<file path="src/irqsw_edge.sv">
// constants package and external pin edge detector for the irq/sleep block
`timescale 1ns/1ps
`default_nettype none

package irqsw_pkg;
  localparam int ADDR_W = 4;
  localparam int DATA_W = 8;
  localparam int PC_W = 13;
  localparam logic [3:0] OFS_CTRL = 4'h0;
  localparam logic [3:0] OFS_PFLAG = 4'h1;
  localparam logic [3:0] OFS_PEN = 4'h2;
  localparam logic [3:0] OFS_OPT = 4'h3;
  localparam logic [3:0] OFS_POWER_CONTROL_STATUS = 4'h4;
  localparam logic [3:0] OFS_PCLH = 4'h5;
  localparam logic [3:0] OFS_STAT = 4'h6;
  localparam logic [3:0] OFS_MASK = 4'h7;
  localparam logic [3:0] OFS_STATE = 4'h8;
  localparam int CTRL_GIE = 7;
  localparam int CTRL_PEN = 6;
  localparam int CTRL_XEN = 4;
  localparam int CTRL_XFLAG = 1;
  localparam int OPT_EDGE = 6;
  localparam int POWER_CONTROL_STATUS_BOR = 0;
  localparam int EV_EXT = 0;
  localparam int EV_WAKE = 1;
  localparam int EV_VEC = 2;
  localparam int EV_BOR = 3;
  localparam int EV_N = 4;
  localparam logic [7:0] CTRL_RST = 8'h00;
  localparam logic [7:0] PFLAG_RST = 8'h00;
  localparam logic [7:0] PEN_RST = 8'h00;
  localparam logic [7:0] OPT_RST = 8'hFF;
  localparam logic [7:0] PCLH_RST = 8'h00;
  localparam logic [3:0] EV_RST = 4'h0;
  // edges after reset before the pin history is trusted
  localparam logic [2:0] EXT_ARM = 3'h4;
  // sources that keep running with the system clock stopped
  localparam logic [7:0] WAKE_CAPABLE = 8'h0F;
  localparam logic [12:0] IRQ_VECTOR = 13'h0004;
  localparam logic [12:0] PC_RST = 13'h0000;
  typedef enum logic [1:0] {st_run, st_sleep, st_after, st_idle} irqsw_st_t;
endpackage

module irqsw_edge (
  input wire logic clk,
  input wire logic rst_b,
  input wire logic pin,
  input wire logic rise_sel,
  output logic edge_ff
);
  import irqsw_pkg::*;

  logic meta_ff;
  logic sync_ff;
  logic prev_ff;

  // meta_ff feeds sync_ff only
  always_ff @(posedge clk or negedge rst_b) begin
    if (!rst_b) begin
      meta_ff <= 1'b0;
      sync_ff <= 1'b0;
      prev_ff <= 1'b0;
    end else begin
      meta_ff <= pin;
      sync_ff <= meta_ff;
      prev_ff <= sync_ff;
    end
  end

  always_ff @(posedge clk or negedge rst_b) begin
    if (!rst_b) begin
      edge_ff <= 1'b0;
    end else begin
      edge_ff <= rise_sel ? (sync_ff & ~prev_ff) : (~sync_ff & prev_ff);
    end
  end
endmodule

`default_nettype wire

</file>
<file path="src/irqsw_top.sv">
// interrupt entry, sleep wake-up and external pin interrupt logic
//
// Implementation choices: the plain strobed port and the register offsets.
`timescale 1ns/1ps
`default_nettype none

// Summary of operation
// only clock-independent peripheral sources may wake the core from sleep
// a source wakes only if its enable was set before sleep entry
// wake-up with global enable set leads to the interrupt vector
// wake-up with global enable clear resumes after the sleep instruction
// the instruction after sleep always runs before any vectoring
// external pin is edge triggered and caught without software polling
// edge select high picks rising edge, low picks falling edge
// a selected pin edge sets the external interrupt flag
// flag with global and external enables set forces vector entry
// external enable clear blocks the pin interrupt from vectoring
// vector entry pushes only the return program counter
// vector entry loads the program counter with the fixed vector
// vector entry leaves the program counter high latch untouched
// wake-up by interrupt always leaves a flag set in the flag registers
// brown-out clears power status bit 0, other resets keep it (power-on reset also clears it to 0 here)
// external flag stays set until software clears it
// vector entry clears global enable, return sets it and pops stack
module irqsw_top (
  input wire logic clk,
  input wire logic rst_b,
  input wire logic por_b,
  input wire logic bor_det,
  input wire logic ext_pin,
  input wire logic [7:0] periph_evt,
  input wire logic sleep_exec,
  input wire logic instr_done,
  input wire logic ret_exec,
  input wire logic [irqsw_pkg::PC_W-1:0] ret_pc,
  input wire logic [irqsw_pkg::ADDR_W-1:0] reg_addr,
  input wire logic [irqsw_pkg::DATA_W-1:0] reg_wdata,
  input wire logic reg_wr,
  input wire logic reg_rd,
  output logic [irqsw_pkg::DATA_W-1:0] reg_rdata_ff,
  output logic core_halt_ff,
  output logic vec_load_ff,
  output logic [irqsw_pkg::PC_W-1:0] vec_pc_ff,
  output logic stack_push_ff,
  output logic [irqsw_pkg::PC_W-1:0] push_pc_ff,
  output logic stack_pop_ff,
  output logic [irqsw_pkg::DATA_W-1:0] pc_high_latch_ff,
  output logic irq_out_ff
);
  import irqsw_pkg::*;

  irqsw_st_t state_ff;
  logic [7:0] ctrl_ff;
  logic [7:0] pflag_ff;
  logic [7:0] pen_ff;
  logic [7:0] opt_ff;
  logic [7:0] pen_snap_ff;
  logic xen_snap_ff;
  logic power_control_status_bor_ff;
  logic bor_meta_ff;
  logic bor_sync_ff;
  logic bor_prev_ff;
  logic [EV_N-1:0] stat_ff;
  logic [EV_N-1:0] mask_ff;
  logic ext_edge;
  logic ext_hit;
  logic [2:0] ext_arm_ff;
  logic [7:0] evt_gated;
  logic ext_pend;
  logic per_pend;
  logic pending;
  logic wake;
  logic take;
  logic wr_ctrl;
  logic wr_pflag;
  logic [EV_N-1:0] ev_set;
  logic [7:0] nxt_ctrl;
  logic [7:0] nxt_pflag;
  logic [7:0] nxt_rdata;

  assign wr_ctrl = reg_wr && (reg_addr == OFS_CTRL);
  assign wr_pflag = reg_wr && (reg_addr == OFS_PFLAG);

  // pin runs through a two-stage synchroniser; clock is never gated here
  irqsw_edge u_ext_edge (
    .clk(clk),
    .rst_b(rst_b),
    .pin(ext_pin),
    .rise_sel(opt_ff[OPT_EDGE]),
    .edge_ff(ext_edge)
  );

  // the synchroniser holds reset values, not the pin, for its first edges;
  // an idle-high pin would otherwise look like a rising edge after reset
  always_ff @(posedge clk or negedge rst_b) begin
    if (!rst_b) begin
      ext_arm_ff <= 3'h0;
    end else if (ext_arm_ff != EXT_ARM) begin
      ext_arm_ff <= ext_arm_ff + 3'h1;
    end
  end

  assign ext_hit = ext_edge && (ext_arm_ff == EXT_ARM);

  // a clocked peripheral is frozen while the core sleeps
  assign evt_gated = (state_ff == st_sleep) ?
                     (periph_evt & WAKE_CAPABLE) : periph_evt;

  assign ext_pend = ctrl_ff[CTRL_XFLAG] & ctrl_ff[CTRL_XEN];
  assign per_pend = ctrl_ff[CTRL_PEN] & (|(pflag_ff & pen_ff));
  assign pending = ctrl_ff[CTRL_GIE] & (ext_pend | per_pend);

  // wake uses enables latched at sleep entry, not the live ones
  assign wake = (state_ff == st_sleep) &&
                ((ctrl_ff[CTRL_XFLAG] & xen_snap_ff) |
                 (|(pflag_ff & pen_snap_ff)));

  // entry only at an instruction boundary
  assign take = instr_done && pending &&
                ((state_ff == st_after) ||
                 (state_ff == st_run && !sleep_exec));

  // ---------------- sequencing ----------------
  always_ff @(posedge clk or negedge rst_b) begin
    if (!rst_b) begin
      state_ff <= st_run;
      core_halt_ff <= 1'b0;
    end else begin
      case (state_ff)
        st_run: begin
          // a sleep wins over entry in the same cycle; take is held off by sleep_exec
          if (sleep_exec && !take) begin
            state_ff <= st_sleep;
            core_halt_ff <= 1'b1;
          end
        end
        st_sleep: begin
          if (wake) begin
            core_halt_ff <= 1'b0;
            // one more instruction runs in either case
            state_ff <= ctrl_ff[CTRL_GIE] ? st_after : st_run;
          end
        end
        st_after: begin
          if (sleep_exec && !take) begin
            // a sleep right after wake-up is kept unless entry is taken in the same cycle
            state_ff <= st_sleep;
            core_halt_ff <= 1'b1;
          end else if (instr_done) begin
            state_ff <= st_run;
          end
        end
        default: begin
          state_ff <= st_run;
          core_halt_ff <= 1'b0;
        end
      endcase
    end
  end

  always_ff @(posedge clk or negedge rst_b) begin
    if (!rst_b) begin
      pen_snap_ff <= PEN_RST;
      xen_snap_ff <= 1'b0;
    end else if (sleep_exec &&
                 (state_ff == st_run || state_ff == st_after)) begin
      pen_snap_ff <= ctrl_ff[CTRL_PEN] ? pen_ff : PEN_RST;
      xen_snap_ff <= ctrl_ff[CTRL_XEN];
    end
  end

  // ---------------- vector entry and return ----------------
  always_ff @(posedge clk or negedge rst_b) begin
    if (!rst_b) begin
      vec_load_ff <= 1'b0;
      vec_pc_ff <= PC_RST;
      stack_push_ff <= 1'b0;
      push_pc_ff <= PC_RST;
    end else begin
      vec_load_ff <= take;
      stack_push_ff <= take;
      if (take) begin
        vec_pc_ff <= IRQ_VECTOR;
        push_pc_ff <= ret_pc;
      end
    end
  end

  always_ff @(posedge clk or negedge rst_b) begin
    if (!rst_b) begin
      stack_pop_ff <= 1'b0;
    end else begin
      stack_pop_ff <= ret_exec && !take;
    end
  end

  // ---------------- control register ----------------
  always_comb begin
    nxt_ctrl = ctrl_ff;
    if (wr_ctrl) begin
      nxt_ctrl = reg_wdata;
    end
    if (ret_exec) begin
      nxt_ctrl[CTRL_GIE] = 1'b1;
    end
    if (take) begin
      nxt_ctrl[CTRL_GIE] = 1'b0;
    end
    // a pin edge beats a software clear in the same cycle
    if (ext_hit) begin
      nxt_ctrl[CTRL_XFLAG] = 1'b1;
    end
  end

  always_ff @(posedge clk or negedge rst_b) begin
    if (!rst_b) begin
      ctrl_ff <= CTRL_RST;
    end else begin
      ctrl_ff <= nxt_ctrl;
    end
  end

  always_comb begin
    nxt_pflag = wr_pflag ? reg_wdata : pflag_ff;
    // an event beats a software write of the same bit
    nxt_pflag = nxt_pflag | evt_gated;
  end

  always_ff @(posedge clk or negedge rst_b) begin
    if (!rst_b) begin
      pflag_ff <= PFLAG_RST;
    end else begin
      pflag_ff <= nxt_pflag;
    end
  end

  always_ff @(posedge clk or negedge rst_b) begin
    if (!rst_b) begin
      pen_ff <= PEN_RST;
      opt_ff <= OPT_RST;
      pc_high_latch_ff <= PCLH_RST;
      mask_ff <= EV_RST;
    end else if (reg_wr) begin
      case (reg_addr)
        OFS_PEN: pen_ff <= reg_wdata;
        OFS_OPT: opt_ff <= reg_wdata;
        // vector entry never touches this latch
        OFS_PCLH: pc_high_latch_ff <= reg_wdata;
        OFS_MASK: mask_ff <= reg_wdata[EV_N-1:0];
        default: begin
        end
      endcase
    end
  end

  // ---------------- power status ----------------
  // kept on the power-on reset only, so rst_b leaves it alone; brown-out or a software write of 0 clears it
  always_ff @(posedge clk or negedge por_b) begin
    if (!por_b) begin
      bor_meta_ff <= 1'b0;
      bor_sync_ff <= 1'b0;
      bor_prev_ff <= 1'b0;
    end else begin
      bor_meta_ff <= bor_det;
      bor_sync_ff <= bor_meta_ff;
      bor_prev_ff <= bor_sync_ff;
    end
  end

  always_ff @(posedge clk or negedge por_b) begin
    if (!por_b) begin
      power_control_status_bor_ff <= 1'b0;
    end else if (bor_sync_ff) begin
      // clear beats a software write in the same cycle
      power_control_status_bor_ff <= 1'b0;
    end else if (reg_wr && reg_addr == OFS_POWER_CONTROL_STATUS) begin
      power_control_status_bor_ff <= reg_wdata[POWER_CONTROL_STATUS_BOR];
    end
  end

  // ---------------- event status and interrupt line ----------------
  always_comb begin
    ev_set = '0;
    ev_set[EV_EXT] = ext_hit;
    ev_set[EV_WAKE] = wake;
    ev_set[EV_VEC] = take;
    ev_set[EV_BOR] = bor_sync_ff & ~bor_prev_ff;
  end

  // a hardware set beats a write-one-to-clear in the same cycle
  genvar gi;
  generate
    for (gi = 0; gi < EV_N; gi = gi + 1) begin : g_stat
      always_ff @(posedge clk or negedge rst_b) begin
        if (!rst_b) begin
          stat_ff[gi] <= 1'b0;
        end else if (ev_set[gi]) begin
          stat_ff[gi] <= 1'b1;
        end else if (reg_wr && reg_addr == OFS_STAT && reg_wdata[gi]) begin
          stat_ff[gi] <= 1'b0;
        end
      end
    end
  endgenerate

  always_ff @(posedge clk or negedge rst_b) begin
    if (!rst_b) begin
      irq_out_ff <= 1'b0;
    end else begin
      irq_out_ff <= |(stat_ff & mask_ff);
    end
  end

  // ---------------- read port ----------------
  always_comb begin
    nxt_rdata = 8'h00;
    case (reg_addr)
      OFS_CTRL: nxt_rdata = ctrl_ff;
      OFS_PFLAG: nxt_rdata = pflag_ff;
      OFS_PEN: nxt_rdata = pen_ff;
      OFS_OPT: nxt_rdata = opt_ff;
      OFS_POWER_CONTROL_STATUS: nxt_rdata = {7'h00, power_control_status_bor_ff};
      OFS_PCLH: nxt_rdata = pc_high_latch_ff;
      OFS_STAT: nxt_rdata = {4'h0, stat_ff};
      OFS_MASK: nxt_rdata = {4'h0, mask_ff};
      OFS_STATE: nxt_rdata = {5'h00, core_halt_ff, state_ff};
      default: nxt_rdata = 8'h00;
    endcase
  end

  // data stand only in the cycle after the read strobe
  always_ff @(posedge clk or negedge rst_b) begin
    if (!rst_b) begin
      reg_rdata_ff <= 8'h00;
    end else if (reg_rd) begin
      reg_rdata_ff <= nxt_rdata;
    end else begin
      reg_rdata_ff <= 8'h00;
    end
  end
endmodule

`default_nettype wire

</file>
<file path="config.mk">
export PLATFORM = sky130hd
export DESIGN_NAME = irqsw_top
export DESIGN_NICKNAME = d
export VERILOG_FILES = /design/src/irqsw_edge.sv /design/src/irqsw_top.sv
export SDC_FILE = /design/constraint.sdc
export NUM_CORES = 1
export LEC_CHECK = 0
export CORE_MARGIN = 2
export CORE_UTILIZATION = 30
export CTS_CLUSTER_DIAMETER = 60
export DETAILED_ROUTE_END_ITERATION = 12
export DONT_BUFFER_PORTS = 1
export GPL_ROUTABILITY_DRIVEN = 0
export GPL_TIMING_DRIVEN = 0
export PLACE_DENSITY = 0.48
export SLEW_MARGIN = 20
export SYNTH_ARGS = -nofsm -noshare
export SYNTH_HDL_FRONTEND = slang
export SYNTH_SLANG_ARGS = --single-unit
</file>
<file path="constraint.sdc">
create_clock -name clk -period 2 [get_ports clk]
set_input_delay 0 -clock clk [delete_from_list [all_inputs] [get_ports clk]]
set_output_delay 0 -clock clk [all_outputs]
set_load 0.02 [all_outputs]
</file>
# ---- Word-level counts from Yosys, hierarchy flattened
# Cells that the tools add are included.
dict set report op_classes {
  reduce_logical 39
  n_shift 0
  bitwise_logic 16
  eq_ne 16
  add_sub_neg 1
  order_cmp 0
  mux 29
  div_mod_pow 0
  n_mul 0
}
# op count
set ops {}
lappend ops {{8-bit one-hot mux with 9 select lines} 1}
lappend ops {{8-bit two-way mux} 5}
lappend ops {{8-bit AND} 2}
lappend ops {{4-bit by 3-bit == test with 1-bit output, second input constant} 4}
lappend ops {{1-bit logical AND} 16}
lappend ops {{1-bit two-way mux} 16}
lappend ops {{8-bit OR reduction} 2}
lappend ops {{2-bit nonzero test} 6}
lappend ops {{2-bit two-way mux} 5}
lappend ops {{2-bit AND reduction} 5}
lappend ops {{4-bit by 2-bit == test with 1-bit output, second input constant} 2}
lappend ops {{8-bit bitwise OR} 1}
lappend ops {{1-bit AND} 7}
lappend ops {{2-bit one-hot mux with 3 select lines} 1}
lappend ops {{4-bit AND} 1}
lappend ops {{4-bit by 1-bit == test with 1-bit output, second input constant} 1}
lappend ops {{4-bit == test, second input constant} 1}
lappend ops {{4-bit zero test} 1}
lappend ops {{2-bit by 1-bit != test with 1-bit output, second input constant} 2}
lappend ops {{4-bit OR reduction} 1}
lappend ops {{3-bit by 1-bit adder with 3-bit output, second input constant} 1}
lappend ops {{3-bit == test, second input constant} 1}
lappend ops {{3-bit by 2-bit != test with 1-bit output, second input constant} 1}
lappend ops {{3-bit != test, second input constant} 1}
lappend ops {{12 further kinds} 17}
dict set report word_totals {
  latchBits 0
  wordCells 132
  mem_bits_rw 0
  mem_count 0
  out_inout_bits 47
  romBits 0
  ff_bits 96
  inputBits 43
}

# ---- Depth between registers and ports, before layout
dict set report logic_depth {
  word_depth 11
  mapped_depth 6
  depth_no_buf 5
}

# ---- Cells and area by module
# A second synthesis with hierarchy kept.
dict set report unflattened {
  hier_cells 356
  area_unflattened_um2 4394.2
}
# mod cells_per_inst instances area_each_um2 seq_area_each_um2
set by_module_without_submodules {}
lappend by_module_without_submodules {irqsw_top 349 1 4271.6 2312.2}
lappend by_module_without_submodules {irqsw_edge 7 1 122.6 100.1}

# ---- Least setup slack after synthesis
# OpenSTA, ideal clock, no wires.
dict set report synth_path {
  path_type {register to register}
  from {reg pflag_ff[1]}
  to {reg push_pc_ff[5] (netlist name)}
  stages_incl_launch_ff 7
  n_path_buf 2
  arrival_ns 1.448
  slack_ns 0.427
  setup_time_ns 0.125
  path_cell_list {dfrtp_1 a22oi_2 nand4_1 a31o_1 buf_6 buf_12 mux2_4}
}
dict set report synth_via {
  elab_chain_len 7
}
# item line
set synth_rtl {}
lappend synth_rtl {{start, declared} irqsw_top.sv:54} ;# logic [7:0] pflag_ff;
lappend synth_rtl {{start signal, assigned} irqsw_top.sv:233} ;# pflag_ff <= nxt_pflag;
lappend synth_rtl {{8-bit AND} irqsw_top.sv:110} ;# assign per_pend = ctrl_ff[CTRL_PEN] & (|(pflag_ff & pen_ff));
lappend synth_rtl {{8-bit OR reduction} irqsw_top.sv:110}
lappend synth_rtl {{1-bit AND} irqsw_top.sv:110}
lappend synth_rtl {{1-bit bitwise OR} irqsw_top.sv:111} ;# assign pending = ctrl_ff[CTRL_GIE] & (ext_pend | per_pend);
lappend synth_rtl {{1-bit AND} irqsw_top.sv:111}
lappend synth_rtl {{1-bit logical AND (2 in series)} irqsw_top.sv:119} ;# assign take = instr_done && pending &&
lappend synth_rtl {{net ev_set[2]} irqsw_top.sv:76} ;# logic [EV_N-1:0] ev_set;
lappend synth_rtl {{end signal, assigned} irqsw_top.sv:184} ;# push_pc_ff <= ret_pc;
lappend synth_rtl {{end, declared} irqsw_top.sv:45} ;# output logic [irqsw_pkg::PC_W-1:0] push_pc_ff,
# The timed path passes the listed nets, and every way through them passes these cells.
# A chain may end at the register's enable or synchronous reset.

# ---- Worst setup path after layout
# Ends and elaborated chain as after synthesis.

==> flow_summary.json <==
{
  "critPathCaptureType": "flip-flop",
  "place_ws_ps": 196,
  "netSwitchingPower_uw": 1970,
  "portBuffers": 0,
  "syn_area_um2": 4410,
  "antenna_found_initial": 1,
  "period_minus_slack_ps": 1790,
  "violations": "hold timing",
  "place_area_um2": 4680,
  "hold_ws_ps": -670,
  "synth-edff-count": 0,
  "internal-power_uw": 3960,
  "pwr-share-comb_pct": 19.5,
  "fmax_ghz": 0.560,
  "viasPerCell": 4.97,
  "powerDensity_nw_per_um2": 1090,
  "areaGrowthSynthToFinish_pct": 22.9,
  "layout_setup_ws_ps": 213,
  "design_area_um2": 5420,
  "clock_sinks": 96,
  "final_cells": 617,
  "clkLatencyLatePin_ps": 350,
  "dr.pass1.iters": 4,
  "avgSynthCellArea_um2": 12.3,
  "top_level_ports": 90,
  "grt_usage_pct": 15.9,
  "worst_ep_required_time_ps": 2250,
  "power_uw": 5930,
  "async_flop_share_pct": 100,
  "die_h_um": 125,
  "post-cts-setup-buffer-count": 0,
  "multi_input_area_um2": 1810,
  "power.share.clock_pct": 28.6,
  "drv_slew": 0,
  "drt-total-wl_um": 11900,
  "tightest_slew_ps": 886,
  "finalSetupViolations": 0,
  "netlist_top_cells_count": "88 x dfrtp_1, 49 x mux2_2, 41 x nand2_1",
  "grt_max_degree": 93,
  "ir_worst_vdd_v": 0.000567,
  "criticalPathCategory": "flip-flop to flip-flop",
  "htreeDepth": 3,
  "grt_overflow": 0,
  "arrival_ps": 2030,
  "path_max_fanout": 10,
  "drcViolationCount": 0,
  "setup_tns_ps": 0,
  "n_fill_cell": 1430,
  "yosysMostFrequentCell": "dfrtp_1",
  "wl_per_cell_um": 19.3,
  "cts_tree": "yes",
  "synth_top_area_share_pct": 49.9,
  "drv_cap": 0,
  "rsz0062_at_grt": "no",
  "p_leak_uw": 0.00232,
  "hold_buffers": 45,
  "finalHoldViolCount": 92,
  "synth_ff_type": "dfrtp_1",
  "synth_seq_cells": 96,
  "slew_headroom_pct": 40.5,
  "status": "finished, violations left",
  "die_w_um": 125,
  "hp-class": "primary input to async pin",
  "cts_buffers": 9,
  "skew_ps": 10.8,
  "clk_path_buf_depth": 2,
  "vias": 3065,
  "grt_pass1_wl_um": 19000,
  "dp_cells": 555,
  "synth_top_area_cell": "dfrtp_1",
  "yosysUniqueCellTypes": 55,
  "dp_hpwl_um": 8040,
  "synth_warnings": 0,
  "register_area_um2": 2410,
  "die_area_um2": 15700,
  "rows": 44,
  "core_area_um2": 14500,
  "synthCells": 360,
  "clk_root_buffer_cell": "clkbuf_16",
  "period_share_pct": 89.3,
  "postRouteAntennaNets": 0,
  "layout.nets": 472,
  "startpoint_type": "flip-flop",
  "initial_core_util_pct": 30.5,
  "p_seq_share_pct": 51.9,
  "clkTransAtPathRegs_ps": 80,
  "drt_iter0_markers": 228,
  "rr_worst_depth": 6,
  "grt_pass1_vias": 3222,
  "drive_gt1_share_pct": 27.1,
  "p_sw_share_pct": 33.3,
  "yosysSeqAreaShare_pct": 54.7,
  "netlist_top_cells_area": "dfrtp_1 50%, mux2_2 13%, dfstp_2 4.8%"
}
## cells by family (layout without fill, tap and decap cells)
group,after synthesis,in the layout,share of synthesized area [%]
AO/OA/AOI/OAI,58,58,10.3
AND/OR/NAND/NOR,99,99,11.7
XOR/XNOR,1,1,0.199
buffers and inverters,37,98,5.27
flip-flops,96,96,54.7
multiplexers,66,66,17.2
adder cells (fa/ha/maj),2,2,0.567
other,1,13,0.0850
## flip-flops by register name, indices dropped and copies added, names as in the netlist, 3 cells and up
name / cells
pc_high_latch_ff: 8
opt_ff: 8
push_pc_ff: 13
ext_arm_ff: 3
pen_snap_ff: 8
ctrl_ff: 8
pflag_ff: 8
mask_ff: 4
reg_rdata_ff: 8
pen_ff: 8
stat_ff: 4
## metrics by stage
step	hold slack (ps)	utilization [%]
finish	-670	37.5
global route	-692	37.5
CTS	-683	37.4
detailed placement	-295	32.4
global placement	-295	32.4
floorplan	-296	-
## layer usage
metal / part of all wire, % / up-vias / wire length, um / global-route usage [%]
li1: - / 1397 / - / -
met1: 47 / 1573 / 5550 / 21.7
met2: 46 / 85 / 5480 / 24.5
met3: 6.1 / 10 / 728 / 4.88
met4: 1.3 / 0 / 157 / 4.71
met5: 0 / - / 0 / 0
## critical path: stages (launching register included)
cell	delay, ps
dfrtp_1	450
a22oi_2	210
nand4_1	170
a31o_1	260
buf_6	140
buf_12	140
mux2_4	290
## repair_timing
action                                  4_1_cts  5_1_grt
hold endpoints to repair                    163       92
endpoints found under the setup margin        0        0
resized for setup                             0        0
## cells in the final DEF, fill, tap and decap left out, types with 3 or more instances in the layout
cell,instances
dfrtp_1,88
mux2_2,49
dlygate4sd3_1,45
nand2_1,41
buf_4,17
nor2_1,16
o21ai_0,13
conb_1,12
mux2i_1,11
a22o_1,10
inv_1,9
clkbuf_16,9
dfstp_2,8
nor2b_1,6
buf_2,5
a222oi_1,5
a21oi_1,5
nand3b_1,5
mux2_4,5
a22oi_2,4
nor3_1,4
clkbuf_1,4
a221oi_1,4
nand2b_1,4
nand3_1,4
nor4_1,3
a211o_1,3
inv_6,3
## final timing paths
path | start | end | slack, ps
worst max-delay path | pflag_ff[1] | push_pc_ff[5] | 210
worst min-delay path | rst_b | push_pc_ff[1] | -670
worst min register to register | u_ext_edge.meta_ff | u_ext_edge.sync_ff | 350
max in group asynchronous | por_b | power_control_status_bor_ff | 1350
min in group clk | reg_addr[0] | reg_rdata_ff[2] | 20
worst max register to register | pflag_ff[1] | push_pc_ff[5] | 210
## final cells by class
type | count | area share [%]
Sequential cell | 96 | 44.5
Tap cell | 184 | 4.24
Clock inverter | 7 | 1.13
Buffer | 28 | 3.67
Multi-Input combinational cell | 238 | 33.4
Antenna cell | 1 | 0.0461
Inverter | 9 | 0.623
Timing Repair Buffer | 45 | 8.30
Clock buffer | 9 | 4.15
## power by group through the flow
| stage | clock network (uW) | registers, uW | logic [uW] |
|---|---|---|---|
| 6_report | 1700 | 3080 | 1160 |
| 3_3_place_gp | 0 | 3110 | 1060 |
| 3_5_place_dp | 0 | 3110 | 1090 |
| 4_1_cts | 1750 | 3080 | 1170 |
| 5_1_grt | 1840 | 3140 | 1280 |
| 2_1_floorplan | 0 | 2950 | 920 |
No activity file was read; power rests on OpenSTA's default activity.
